--- config.mk ---
export PLATFORM = sky130hd
export DESIGN_NAME = etd_top
export DESIGN_NICKNAME = d
export VERILOG_FILES = /design/src/hw/etd_top.v /design/src/hw/etd_edge.v /design/src/hw/etd_chan.v
export VERILOG_INCLUDE_DIRS = /design/src /design/src/hw
export SDC_FILE = /design/constraint.sdc
export NUM_CORES = 1
export LEC_CHECK = 0
export BUFFER_PORTS_ARGS = -buffer_cell sky130_fd_sc_hd__buf_2
export CAP_MARGIN = 0
export CORE_ASPECT_RATIO = 0.75
export CORE_MARGIN = 5
export CORE_UTILIZATION = 60
export CTS_CLUSTER_SIZE = 14
export DETAILED_ROUTE_END_ITERATION = 8
export PLACE_DENSITY = 0.86
export SLEW_MARGIN = 0
export SYNTH_ARGS = -nofsm -noshare
export SYNTH_HDL_FRONTEND = slang
export SYNTH_SLANG_ARGS = --single-unit
export TNS_END_PERCENT = 30
--- constraint.sdc ---
create_clock -name clk -period 5.15 [get_ports clk]
set_clock_uncertainty 0.05 [all_clocks]
set_input_delay 0.7725 -clock clk [delete_from_list [all_inputs] [get_ports clk]]
set_output_delay 0.7725 -clock clk [all_outputs]
set_load 0.03 [all_outputs]
--- src/hw/etd_defs.vh ---
// Constants of the dual eight-bit timer and divider block
`ifndef ETD_DEFS_VH
`define ETD_DEFS_VH
// ****************************************
// Register offsets (byte addresses)
// ****************************************
`define ETD_OFS_CTRL0   4'h0
`define ETD_OFS_CMP0    4'h4
`define ETD_OFS_CTRL1   4'h8
`define ETD_OFS_CMP1    4'hC
`define ETD_ADDR_W      4
// ****************************************
// Control register fields
// ****************************************
`define ETD_CTL_MODE_LO 0
`define ETD_CTL_MODE_HI 2
`define ETD_CTL_START   3
`define ETD_CTL_CSEL_LO 4
`define ETD_CTL_CSEL_HI 6
`define ETD_CTL_FF      7
`define ETD_CTL_RST     8'h00
`define ETD_CMP_RST     8'hFF
// ****************************************
// Mode and clock select codes
// ****************************************
`define ETD_MODE_TMR    3'h0
`define ETD_MODE_DIV    3'h1
`define ETD_CS_SLOW     3'h0
`define ETD_CS_D7       3'h1
`define ETD_CS_D5       3'h2
`define ETD_CS_D3       3'h3
`define ETD_CS_LF       3'h4
`define ETD_CS_HALF     3'h5
`define ETD_CS_FULL     3'h6
`define ETD_CS_PIN      3'h7
// ****************************************
// Prescaler tap positions
// ****************************************
`define ETD_PS_W        11
`define ETD_TAP_11      10
`define ETD_TAP_7       6
`define ETD_TAP_5       4
`define ETD_TAP_3       2
`define ETD_TAP_LF8     2
`endif

--- src/hw/etd_top.v ---
// Dual eight-bit timer/divider with Avalon-MM register slave
`timescale 1ns/1ns
`include "etd_defs.vh"
module etd_top (
   input  wire        clk,                // System clock
   input  wire        rst,                // Synchronous reset, high
   input  wire [3:0]  avs_address,        // Byte address
   input  wire        avs_read,           // Read strobe
   input  wire        avs_write,          // Write strobe
   input  wire [31:0] avs_writedata,      // Write data
   input  wire [3:0]  avs_byteenable,     // Byte lanes
   output reg  [31:0] avs_readdata,       // Read data
   output wire        avs_waitrequest,    // Stall
   input  wire        low_speed_mode,     // Low-speed or sleep mode
   input  wire        prescale_tap_select,// Slowest tap from low clock
   input  wire        low_freq_tick,      // Low clock tick pulse
   input  wire [1:0]  event_in_pin,       // External event pins
   output wire [1:0]  divider_out_pin,    // Divider outputs
   output wire [1:0]  match_irq           // Match pulses
);
   // ****************************************
   // Register storage
   // ****************************************
   reg  [7:0]  timer_ctrl_reg_r [0:1];    // Control per channel
   reg  [7:0]  compare_value_reg_r [0:1]; // Compare per channel
   reg  [1:0]  ff_wr;                     // Flip-flop load strobes
   reg         ack_r;                     // Answer one cycle later
   reg  [`ETD_PS_W-1:0] ps_r;             // High clock prescaler
   reg  [`ETD_PS_W-1:0] ps_nxt;           // Prescaler next value
   reg  [2:0]  lf_r;                      // Low clock divide by 8
   wire [7:0]  cnt0, cnt1;                // Channel counters
   wire [1:0]  ff;                        // Channel flip-flops
   wire [1:0]  fall;                      // Event edges
   reg  [7:0]  ticks;                     // Tick per select code
   wire        req = avs_read | avs_write;

   // Decode register index from byte address
   function [1:0] idx;
      input [3:0] a;
      begin
         idx = a[3:2];
      end
   endfunction

   // Rising-edge tap pulse of prescaler bit
   function tapp;
      input [`ETD_PS_W-1:0] cur;
      input [`ETD_PS_W-1:0] nx;
      input integer b;
      begin
         tapp = ~cur[b] & nx[b];
      end
   endfunction

   // ****************************************
   // Avalon slave: one wait state per access
   // ****************************************
   assign avs_waitrequest = req & ~ack_r;

   always @(posedge clk) begin
      if (rst) begin
         ack_r <= 1'b0;
      end else begin
         ack_r <= req & ~ack_r;
      end
   end

   // Register writes, taken on the ack edge
   always @(posedge clk) begin
      if (rst) begin
         timer_ctrl_reg_r[0]    <= `ETD_CTL_RST;
         timer_ctrl_reg_r[1]    <= `ETD_CTL_RST;
         compare_value_reg_r[0] <= `ETD_CMP_RST;
         compare_value_reg_r[1] <= `ETD_CMP_RST;
         ff_wr <= 2'b00;
      end else begin
         ff_wr <= 2'b00;
         if (avs_write && ack_r && avs_byteenable[0]) begin
            case (idx(avs_address))
               2'd0: begin
                  timer_ctrl_reg_r[0] <= avs_writedata[7:0];
                  ff_wr[0] <= 1'b1;
               end
               2'd1: begin
                  compare_value_reg_r[0] <= avs_writedata[7:0];
               end
               2'd2: begin
                  timer_ctrl_reg_r[1] <= avs_writedata[7:0];
                  ff_wr[1] <= 1'b1;
               end
               default: begin
                  compare_value_reg_r[1] <= avs_writedata[7:0];
               end
            endcase
         end
      end
   end

   // Read mux: control shows live flip-flop, compare upper has count
   always @(posedge clk) begin
      if (rst) begin
         avs_readdata <= 32'h00000000;
      end else if (avs_read && !ack_r) begin
         case (idx(avs_address))
            2'd0: avs_readdata <= {24'h000000, ff[0],
                                   timer_ctrl_reg_r[0][6:0]};
            2'd1: avs_readdata <= {16'h0000, cnt0,
                                   compare_value_reg_r[0]};
            2'd2: avs_readdata <= {24'h000000, ff[1],
                                   timer_ctrl_reg_r[1][6:0]};
            default: avs_readdata <= {16'h0000, cnt1,
                                      compare_value_reg_r[1]};
         endcase
      end
   end

   // ****************************************
   // Prescaler and tap pulses
   // ****************************************
   always @* begin
      ps_nxt = ps_r + {{(`ETD_PS_W-1){1'b0}}, 1'b1};
   end

   always @(posedge clk) begin
      if (rst) begin
         ps_r <= {`ETD_PS_W{1'b0}};
         lf_r <= 3'h0;
      end else begin
         ps_r <= ps_nxt;
         if (low_freq_tick) begin
            lf_r <= lf_r + 3'h1;
         end
      end
   end

   always @* begin
      ticks = 8'h00;
      if (prescale_tap_select | low_speed_mode) begin
         ticks[0] = low_freq_tick & (lf_r == 3'h7);
      end else begin
         ticks[0] = tapp(ps_r, ps_nxt, `ETD_TAP_11) &
                    (ps_nxt[`ETD_TAP_11-1:0] == 10'h000);
      end
      ticks[1] = ps_nxt[`ETD_TAP_7:0] == 7'h00;
      ticks[2] = ps_nxt[`ETD_TAP_5:0] == 5'h00;
      ticks[3] = ps_nxt[`ETD_TAP_3:0] == 3'h0;
   end

   // ****************************************
   // Channels
   // ****************************************
   etd_edge u_e0 (.clk(clk), .rst(rst), .pin(event_in_pin[0]),
                  .fall(fall[0]));
   etd_edge u_e1 (.clk(clk), .rst(rst), .pin(event_in_pin[1]),
                  .fall(fall[1]));

   // each channel clocked by own select; no cascade path
   // mode and select fields per channel
   etd_chan u_c0 (
      .clk(clk), .rst(rst),
      .mode(timer_ctrl_reg_r[0][`ETD_CTL_MODE_HI:`ETD_CTL_MODE_LO]),
      .start(timer_ctrl_reg_r[0][`ETD_CTL_START]),
      .csel(timer_ctrl_reg_r[0][`ETD_CTL_CSEL_HI:`ETD_CTL_CSEL_LO]),
      .cmp(compare_value_reg_r[0]), .ff_wr(ff_wr[0]),
      .ff_val(timer_ctrl_reg_r[0][`ETD_CTL_FF]),
      .low_spd(low_speed_mode), .ticks(ticks), .ev_fall(fall[0]),
      .cnt_r(cnt0), .ff_r(ff[0]), .irq_r(match_irq[0]));
   etd_chan u_c1 (
      .clk(clk), .rst(rst),
      .mode(timer_ctrl_reg_r[1][`ETD_CTL_MODE_HI:`ETD_CTL_MODE_LO]),
      .start(timer_ctrl_reg_r[1][`ETD_CTL_START]),
      .csel(timer_ctrl_reg_r[1][`ETD_CTL_CSEL_HI:`ETD_CTL_CSEL_LO]),
      .cmp(compare_value_reg_r[1]), .ff_wr(ff_wr[1]),
      .ff_val(timer_ctrl_reg_r[1][`ETD_CTL_FF]),
      .low_spd(low_speed_mode), .ticks(ticks), .ev_fall(fall[1]),
      .cnt_r(cnt1), .ff_r(ff[1]), .irq_r(match_irq[1]));

   assign divider_out_pin = ~ff;
endmodule

--- src/hw/etd_edge.v ---
// Event pin synchroniser with falling edge pulse
`timescale 1ns/1ns
module etd_edge (
   input  wire clk,   // System clock
   input  wire rst,   // Synchronous reset
   input  wire pin,   // Raw event pin
   output wire fall   // One-cycle pulse on falling edge
);
   // ****************************************
   // Synchroniser and edge detector
   // ****************************************
   reg s1_r;   // First stage, read only by s2_r
   reg s2_r;   // Second stage
   reg s3_r;   // Delayed copy for edge detect

   always @(posedge clk) begin
      if (rst) begin
         s1_r <= 1'b1;
         s2_r <= 1'b1;
         s3_r <= 1'b1;
      end else begin
         s1_r <= pin;
         s2_r <= s1_r;
         s3_r <= s2_r;
      end
   end

   // High then low gives a single pulse
   assign fall = s3_r & ~s2_r;
endmodule

--- src/hw/etd_chan.v ---
// One eight-bit timer, event counter and divider channel
`timescale 1ns/1ns
`include "etd_defs.vh"
module etd_chan (
   input  wire       clk,      // System clock
   input  wire       rst,      // Synchronous reset
   input  wire [2:0] mode,     // Mode field
   input  wire       start,    // Run control
   input  wire [2:0] csel,     // Clock select field
   input  wire [7:0] cmp,      // Compare value
   input  wire       ff_wr,    // Software load of flip-flop
   input  wire       ff_val,   // Value for flip-flop load
   input  wire       low_spd,  // Low-speed power mode
   input  wire [7:0] ticks,    // Tick pulses per clock select code
   input  wire       ev_fall,  // Event pin falling edge
   output reg  [7:0] cnt_r,    // Counter value
   output reg        ff_r,     // Output flip-flop
   output reg        irq_r     // Match pulse
);
   // ****************************************
   // Tick selection
   // ****************************************
   reg tick;   // Count enable this cycle
   reg legal;  // Clock choice allowed in current mode

   always @* begin
      tick  = 1'b0;
      legal = 1'b0;
      if (mode == `ETD_MODE_TMR && csel == `ETD_CS_PIN) begin
         tick  = ev_fall;   // count falling edges
         legal = 1'b1;
      end else if (csel <= `ETD_CS_D3) begin
         tick  = ticks[csel];
         legal = ~low_spd | (csel == `ETD_CS_SLOW);
      end
      tick = tick & legal;
   end

   wire run  = start & ((mode == `ETD_MODE_TMR) | (mode == `ETD_MODE_DIV));
   // Count after this tick; a match is the tick that reaches compare
   wire [7:0] cnt_inc = cnt_r + 8'h01;
   wire hit  = run & tick & (cnt_inc == cmp);

   // ****************************************
   // Counter, flip-flop and match pulse
   // ****************************************
   always @(posedge clk) begin
      if (rst) begin
         cnt_r <= 8'h00;
         ff_r  <= 1'b0;   // reset clears
         irq_r <= 1'b0;
      end else begin
         irq_r <= 1'b0;
         if (!start) begin
            cnt_r <= 8'h00;   // Stop clears counter
         end else if (hit) begin
            cnt_r <= 8'h00;
            irq_r <= 1'b1;
         end else if (run & tick) begin
            cnt_r <= cnt_inc;
         end
         if (hit && mode == `ETD_MODE_DIV) begin
            ff_r <= ~ff_r;
         end else if (ff_wr) begin
            ff_r <= ff_val;
         end
      end
   end
   // Compare is made against the incremented count, so the period
   // is cmp ticks (256 ticks when cmp is zero) and the counter returns to zero on the match tick.
endmodule

==> results.sh, run 1 <==
export IMPL_grt_setup_unrepaired="false"
export IMPL_ir_drop_uv=167
export IMPL_grt_ovfl_total=0
export IMPL_placed_area_sq_mm=0.00477
export IMPL_ys_seq_area_share_pct=46.4
export IMPL_synth_ff_type="dfxtp_1"
export IMPL_setup_ws_ns=2.01
export IMPL_grt_antenna_before_repair=0
export IMPL_syn_to_final_growth_pct=8.76
export IMPL_vias=3785
export IMPL_final_cell_count_no_fill=610
export IMPL_grt_max_degree=55
export IMPL_setup_tns_ns=0
export IMPL_min_path_type="reg2reg"
export IMPL_hold_viol_final=0
export IMPL_cts_hold_buf=0
export IMPL_synth_seq_cells=91
export IMPL_crit_required_ns=5.38
export IMPL_numPortBuffers=40
export IMPL_h_tree_depth=3
export IMPL_drv_cap=0
export IMPL_grtUsageTotal_pct=23.8
export IMPL_io_pin_count=86
export IMPL_yosysWarningCount=0
export IMPL_syn_inst=478
export IMPL_synth_avg_cell_area_sq_um=9.65
export IMPL_pre_cts_slack_ns=2.12
export IMPL_dp_cells=594
export IMPL_worst_setup_path_end_kind="register"
export IMPL_coreArea_sq_mm=0.00743
export IMPL_post_route_util_pct=67.5
export IMPL_p_per_area_mw_per_mm2=298
export IMPL_arrival_ns=3.38
export IMPL_first_pass_iters=5
export IMPL_grt_pass1_vias=3456
export IMPL_tightestPinTransition_ns=1.31
export IMPL_mappedNetlistArea_sq_mm=0.00461
export IMPL_postCtsResizedCells=0
export IMPL_vias_per_cell=6.20
export IMPL_drtIter0Drc=458
export IMPL_clk_pin_slew_worst_paths_ns=0.10
export IMPL_fin_crit_ns=3.14
export IMPL_fin_area_sq_mm=0.00502
export IMPL_max_stage_delay_ns=0.81
export IMPL_grt_pass1_wl_microns=18000
export IMPL_start_util_pct=62.1
export IMPL_leakagePower_nw=1.74
export IMPL_run_status="finished, final reports clean"
export IMPL_crit_chain="nand3_1 > or3_1 > a21oi_1 > a21oi_1 > o2111ai_1 > nand3_1 > o22ai_1"
export IMPL_cpMaxStageDelayCell="o2111ai_1"
export IMPL_ant_nets=0
export IMPL_ys_types=58
export IMPL_path_delay_family="compound AO/OA/AOI/OAI gates"
export IMPL_place_congestion=0.951
export IMPL_max_slew_margin_pct=11.6
export IMPL_fmax_ghz=0.318
export IMPL_die_x_microns=111
export IMPL_wl_per_cell_microns=18.3
export IMPL_fillers=566
export IMPL_critPathMaxFanout=12
export IMPL_synth_edf_count=32
export IMPL_antenna_cells=0
export IMPL_async_flop_share_pct=0
export IMPL_crit_buf_inv=0
export IMPL_cts_buffer_depth=2
export IMPL_clk_latency_ns=0.37
export IMPL_cts_setup_buffers=0
export IMPL_start_kind="register"
export IMPL_die_area_sq_mm=0.00956
export IMPL_nets=560
export IMPL_cts_tree="built"
export IMPL_rows=27
export IMPL_numClockSinks=91
export IMPL_setup_viol=0
export IMPL_dp_hpwl_microns=7870
export IMPL_cts_buffers=9
export IMPL_critPathKind="reg2reg"
export IMPL_die_y_microns=85.9
export IMPL_fin_crit_sh_pct=61.1
export IMPL_drive_gt1_share_pct=16.5
export IMPL_whs_ns=0.363
export IMPL_total_power_mw=1.50
export IMPL_route_detailed_drc=0
export IMPL_cts_root_buf="clkbuf_8"
export IMPL_drv_slew=0
export IMPL_drt_wl_total_microns=11200
## final cells by class
type	count	area [sq um]	share of cell area (%)
well taps	101	126	2.52
multi-input cells	344	2230	44.5
clock inverters	7	128	2.54
inverters	18	67.6	1.35
repair buffers	40	200	3.99
clock buffers	9	124	2.47
flip-flops and latches	91	2140	42.7
## sequential cells by signal, indices dropped and copies added, names as in the netlist, 2 cells and up
register,flops
timer_ctrl_reg_r,16
lf_r,3
ff_wr,2
ps_r,11
avs_readdata,16
u_c0.cnt_r,8
compare_value_reg_r,16
u_c1.cnt_r,8
## synthesized netlist by cell type, types with 4 or more instances
library cell | n | area (sq um)
a21oi_1 | 28 | 140
a22oi_1 | 9 | 67.6
and2_1 | 11 | 68.8
and3_1 | 4 | 25.0
buf_2 | 4 | 20.0
buf_4 | 20 | 150
clkbuf_1 | 14 | 52.6
dfxtp_1 | 59 | 1180
edfxtp_1 | 32 | 961
ha_1 | 7 | 87.6
inv_1 | 18 | 67.6
mux2_2 | 6 | 67.6
mux4_2 | 8 | 180
nand2_1 | 46 | 173
nand2b_1 | 7 | 43.8
nand3_1 | 16 | 80.1
nand4_1 | 8 | 50.1
nor2_1 | 34 | 128
nor2b_1 | 5 | 31.3
nor3_1 | 9 | 45.0
o21ai_0 | 11 | 55.1
o22ai_1 | 10 | 62.6
o32ai_1 | 4 | 35.0
or2_2 | 8 | 50.1
or3_1 | 26 | 163
xnor2_1 | 19 | 166
xor2_1 | 8 | 70.1
## worst paths after layout
check,start,end,slack (ns),cells after the start
max,u_c1.cnt_r[0]$_SDFFE_PP0P_,u_c1.cnt_r[7]$_SDFFE_PP0P_,2.01,7
min,u_e1.s1_r$_SDFF_PP1_,u_e1.s2_r$_SDFF_PP1_,0.36,1
max reg2reg,u_c1.cnt_r[0]$_SDFFE_PP0P_,u_c1.cnt_r[7]$_SDFFE_PP0P_,2.01,7
min reg2reg,u_e1.s1_r$_SDFF_PP1_,u_e1.s2_r$_SDFF_PP1_,0.36,1
## layout by cell type, fill, tap and decap left out, types with 16 or more instances in the layout
cell	n
nor2_1	34
nand3_1	16
dfxtp_1	59
conb_1	16
or3_1	26
xnor2_1	19
nand2_1	46
a21oi_1	28
edfxtp_1	32
inv_1	18
buf_2	40
## logic make-up (layout without fill, tap and decap cells)
family | count (synthesis) | after routing | synth area share (%)
other | 1 | 16 | 0.0813
AO/OA/AOI/OAI | 90 | 90 | 13.3
flip-flops | 91 | 91 | 46.4
multiplexers | 17 | 17 | 6.02
XOR/XNOR | 27 | 27 | 5.12
AND/OR/NAND/NOR | 187 | 187 | 20.7
adder cells (fa/ha/maj) | 7 | 7 | 1.90
buffers and inverters | 58 | 74 | 6.45
## power by group
group	internal (mW)	switching [mW]
logic	0.0336	0.0783
registers	0.759	0.0152
clock network	0.331	0.278
## routing by layer
metal,global-route usage (%),routed length (microns),up-vias
met1,33.6,4650,1767
met5,0,0,-
met2,34.7,4850,255
met4,7.29,164,0
met3,7.90,1480,17
li1,-,-,1746
No activity file was read; power rests on OpenSTA's default activity.
==> run 2: changes to the inputs <==
--- a/config.mk
+++ b/config.mk
@@ -10,10 +10,10 @@
 export CAP_MARGIN = 0
 export CORE_ASPECT_RATIO = 0.75
 export CORE_MARGIN = 5
-export CORE_UTILIZATION = 60
+export CORE_UTILIZATION = 50
 export CTS_CLUSTER_SIZE = 14
 export DETAILED_ROUTE_END_ITERATION = 8
-export PLACE_DENSITY = 0.86
+export PLACE_DENSITY = 0.77
 export SLEW_MARGIN = 0
 export SYNTH_ARGS = -nofsm -noshare
 export SYNTH_HDL_FRONTEND = slang
==> constraint.sdc (replaced) <==
create_clock -name clk -period 2.7 [get_ports clk]
set_clock_uncertainty 0.05 [all_clocks]
set_input_delay 0.405 -clock clk [delete_from_list [all_inputs] [get_ports clk]]
set_output_delay 0.405 -clock clk [all_outputs]
set_load 0.03 [all_outputs]
==> run 2 against run 1 <==
Compared with the run above: cell count rose by 7.0%; sequential power is 91% higher; routed wire length increased by 2.5%; largest power group unchanged; combinational power grew 100%; via count grew 0.16%; sequential share of layout area down 1.6 points; clock-buffer cell count is the same; first-iteration DRC count decreased by 7.4%; critical path type unchanged; critical path depth increased by 1; die area increased by 18%.
==> results.sh, run 2 (same netlist as run 1, synthesis figures left out) <==
export IMPL_ir_drop_uv=477
export IMPL_hp_start="event_in_pin[1]"
export IMPL_drtIter0Drc=424
export IMPL_mostFrequentLayoutCell="dfxtp_1"
export IMPL_setup_viol=0
export IMPL_leakagePower_nw=1.81
export IMPL_p_seq_share_pct=52.0
export IMPL_wl_per_cell_microns=17.5
export IMPL_crit_required_ns=2.90
export IMPL_grt_pass1_wl_microns=18400
export IMPL_clk_pin_slew_worst_paths_ns=0.07
export IMPL_tightestPinTransition_ns=1.32
export IMPL_whs_ns=0.191
export IMPL_crit_buf_inv=0
export IMPL_start_kind="register"
export IMPL_crit_chain="ha_1 > and3_1 > nand3_1 > xnor2_1 > nor3_1 > o2111ai_1 > o311a_1 > a211oi_1"
export IMPL_switching_share_pct=24.7
export IMPL_worstSetupStartpoint="u_c1.cnt_r[0]$_SDFFE_PP0P_"
export IMPL_min_path_type="in2reg"
export IMPL_fin_crit_sh_pct=94.5
export IMPL_cts_root_buf="clkbuf_16"
export IMPL_hold_path_end="u_e1.s1_r$_SDFF_PP1_"
export IMPL_layout_common_cells="dfxtp_1, nand2_1, buf_2"
export IMPL_drt_wl_total_microns=11400
export IMPL_clk_latency_ns=0.34
export IMPL_place_congestion=0.914
export IMPL_h_tree_depth=3
export IMPL_path_delay_family="compound AO/OA/AOI/OAI gates"
export IMPL_p_clk_share_pct=40.0
export IMPL_grt_max_degree=33
export IMPL_top_regs="avs_readdata x16, compare_value_reg_r x16, timer_ctrl_reg_r x16"
export IMPL_die_area_sq_mm=0.0113
export IMPL_vias=3791
export IMPL_cts_buffers=9
export IMPL_run_status="finished, final reports clean"
export IMPL_combPwrFrac_pct=8.0
export IMPL_drv_slew=0
export IMPL_coreArea_sq_mm=0.00905
export IMPL_die_y_microns=93.2
export IMPL_worst_setup_path_end_kind="register"
export IMPL_ant_nets=0
export IMPL_cts_buffer_depth=2
export IMPL_drv_cap=0
export IMPL_grt_antenna_before_repair=0
export IMPL_regToRegSetupSlack_ns=0.15
export IMPL_p_int_mw=2.14
export IMPL_cpMaxStageDelayCell="dfxtp_1"
export IMPL_post_route_util_pct=57.7
export IMPL_numPortBuffers=40
export IMPL_fmax_ghz=0.392
export IMPL_grt_pass1_vias=3582
export IMPL_nets=576
export IMPL_hold_viol_final=0
export IMPL_power_switching_mw=0.701
export IMPL_critPathKind="reg2reg"
export IMPL_first_pass_iters=5
export IMPL_antenna_cells=0
export IMPL_max_slew_margin_pct=11.3
export IMPL_io_pin_count=86
export IMPL_grt_ovfl_total=0
export IMPL_drive_gt1_share_pct=20.2
export IMPL_p_per_area_mw_per_mm2=544
export IMPL_numClockSinks=91
export IMPL_die_x_microns=121
export IMPL_rows=30
export IMPL_route_detailed_drc=0
export IMPL_final_cell_count_no_fill=653
export IMPL_fin_crit_ns=2.55
export IMPL_whs_path_depth=2
export IMPL_dp_hpwl_microns=8730
export IMPL_grtUsageTotal_pct=20.6
export IMPL_max_stage_delay_ns=0.47
export IMPL_cts_tree="built"
export IMPL_arrival_ns=2.75
export IMPL_r2r_end="u_c1.ff_r$_SDFFE_PP0P_"
export IMPL_vias_per_cell=5.81
export IMPL_total_power_mw=2.84
export IMPL_dp_cells=636
export IMPL_syn_to_final_growth_pct=13.2
export IMPL_start_util_pct=51.0
export IMPL_worstRegToRegCells=8
export IMPL_reg2reg_from="u_c1.cnt_r[0]$_SDFFE_PP0P_"
export IMPL_critPathMaxFanout=6
## run 2: changes by cell type in the layout (fill, tap and decap cells not counted), sizes merged
cell / previous run / this run
clkinvlp: 0 / 2
buf: 40 / 56
bufinv: 3 / 0
inv: 22 / 20
clkinv: 0 / 3
## run 2: metrics by stage
stage                     TNS, ns  cell area (sq um)  worst slack (ns)
after floorplan                 0               4670             0.257
after global placement          0               4910             0.101
after detailed placement        0               4910            0.0171
after CTS                       0               5190            0.0235
after global routing      -0.0648               5220           -0.0370
final                           0               5220             0.148
## run 2: how the worst max path moves through the flow
| stage | to | slack [ns] | depth (start not counted) |
|---|---|---|---|
| after global routing | u_c0.cnt_r[1]$_SDFFE_PP0P_ | -0.04 | 9 |
| final | u_c1.ff_r$_SDFFE_PP0P_ | 0.15 | 8 |
| after detailed placement | u_c1.ff_r$_SDFFE_PP0P_ | 0.02 | 10 |
| after global placement | u_c1.ff_r$_SDFFE_PP0P_ | 0.10 | 10 |
| after floorplan | u_c1.cnt_r[0]$_SDFFE_PP0P_ | 0.26 | 10 |
| after CTS | u_c0.cnt_r[1]$_SDFFE_PP0P_ | 0.02 | 9 |
## run 2: cell type report
type | instances | area, sq um
Clock buffer | 9 | 225
Clock inverter | 7 | 42.5
Fill cell | 768 | 3820
Inverter | 18 | 67.6
Multi-Input combinational cell | 344 | 2260
Sequential cell | 91 | 2150
Tap cell | 128 | 160
Timing Repair Buffer | 56 | 320
## run 2: power by group through the flow
stage / clock network (mW) / logic (mW) / registers [mW]
6_report: 1.14 / 0.227 / 1.48
5_1_grt: 1.22 / 0.246 / 1.48
4_1_cts: 1.15 / 0.222 / 1.47
3_5_place_dp: 0 / 0.221 / 1.50
3_3_place_gp: 0 / 0.215 / 1.50
2_1_floorplan: 0 / 0.157 / 1.51
## run 2: metal layers
layer | vias up | track usage [%] | share of wire, %
met5 | - | 0 | 0
met1 | 1757 | 29.5 | 44
met4 | 0 | 4.72 | 1.2
met3 | 15 | 6.47 | 12
li1 | 1783 | - | -
met2 | 236 | 30.7 | 43
## run 2: timing repair
action | in CTS | in global routing
buffers inserted | 1 | 0
setup endpoints to repair | 1 | 17
gates resized for setup | 0 | 11
hold buffers | 0 | 0
pin swaps | 1 | 3
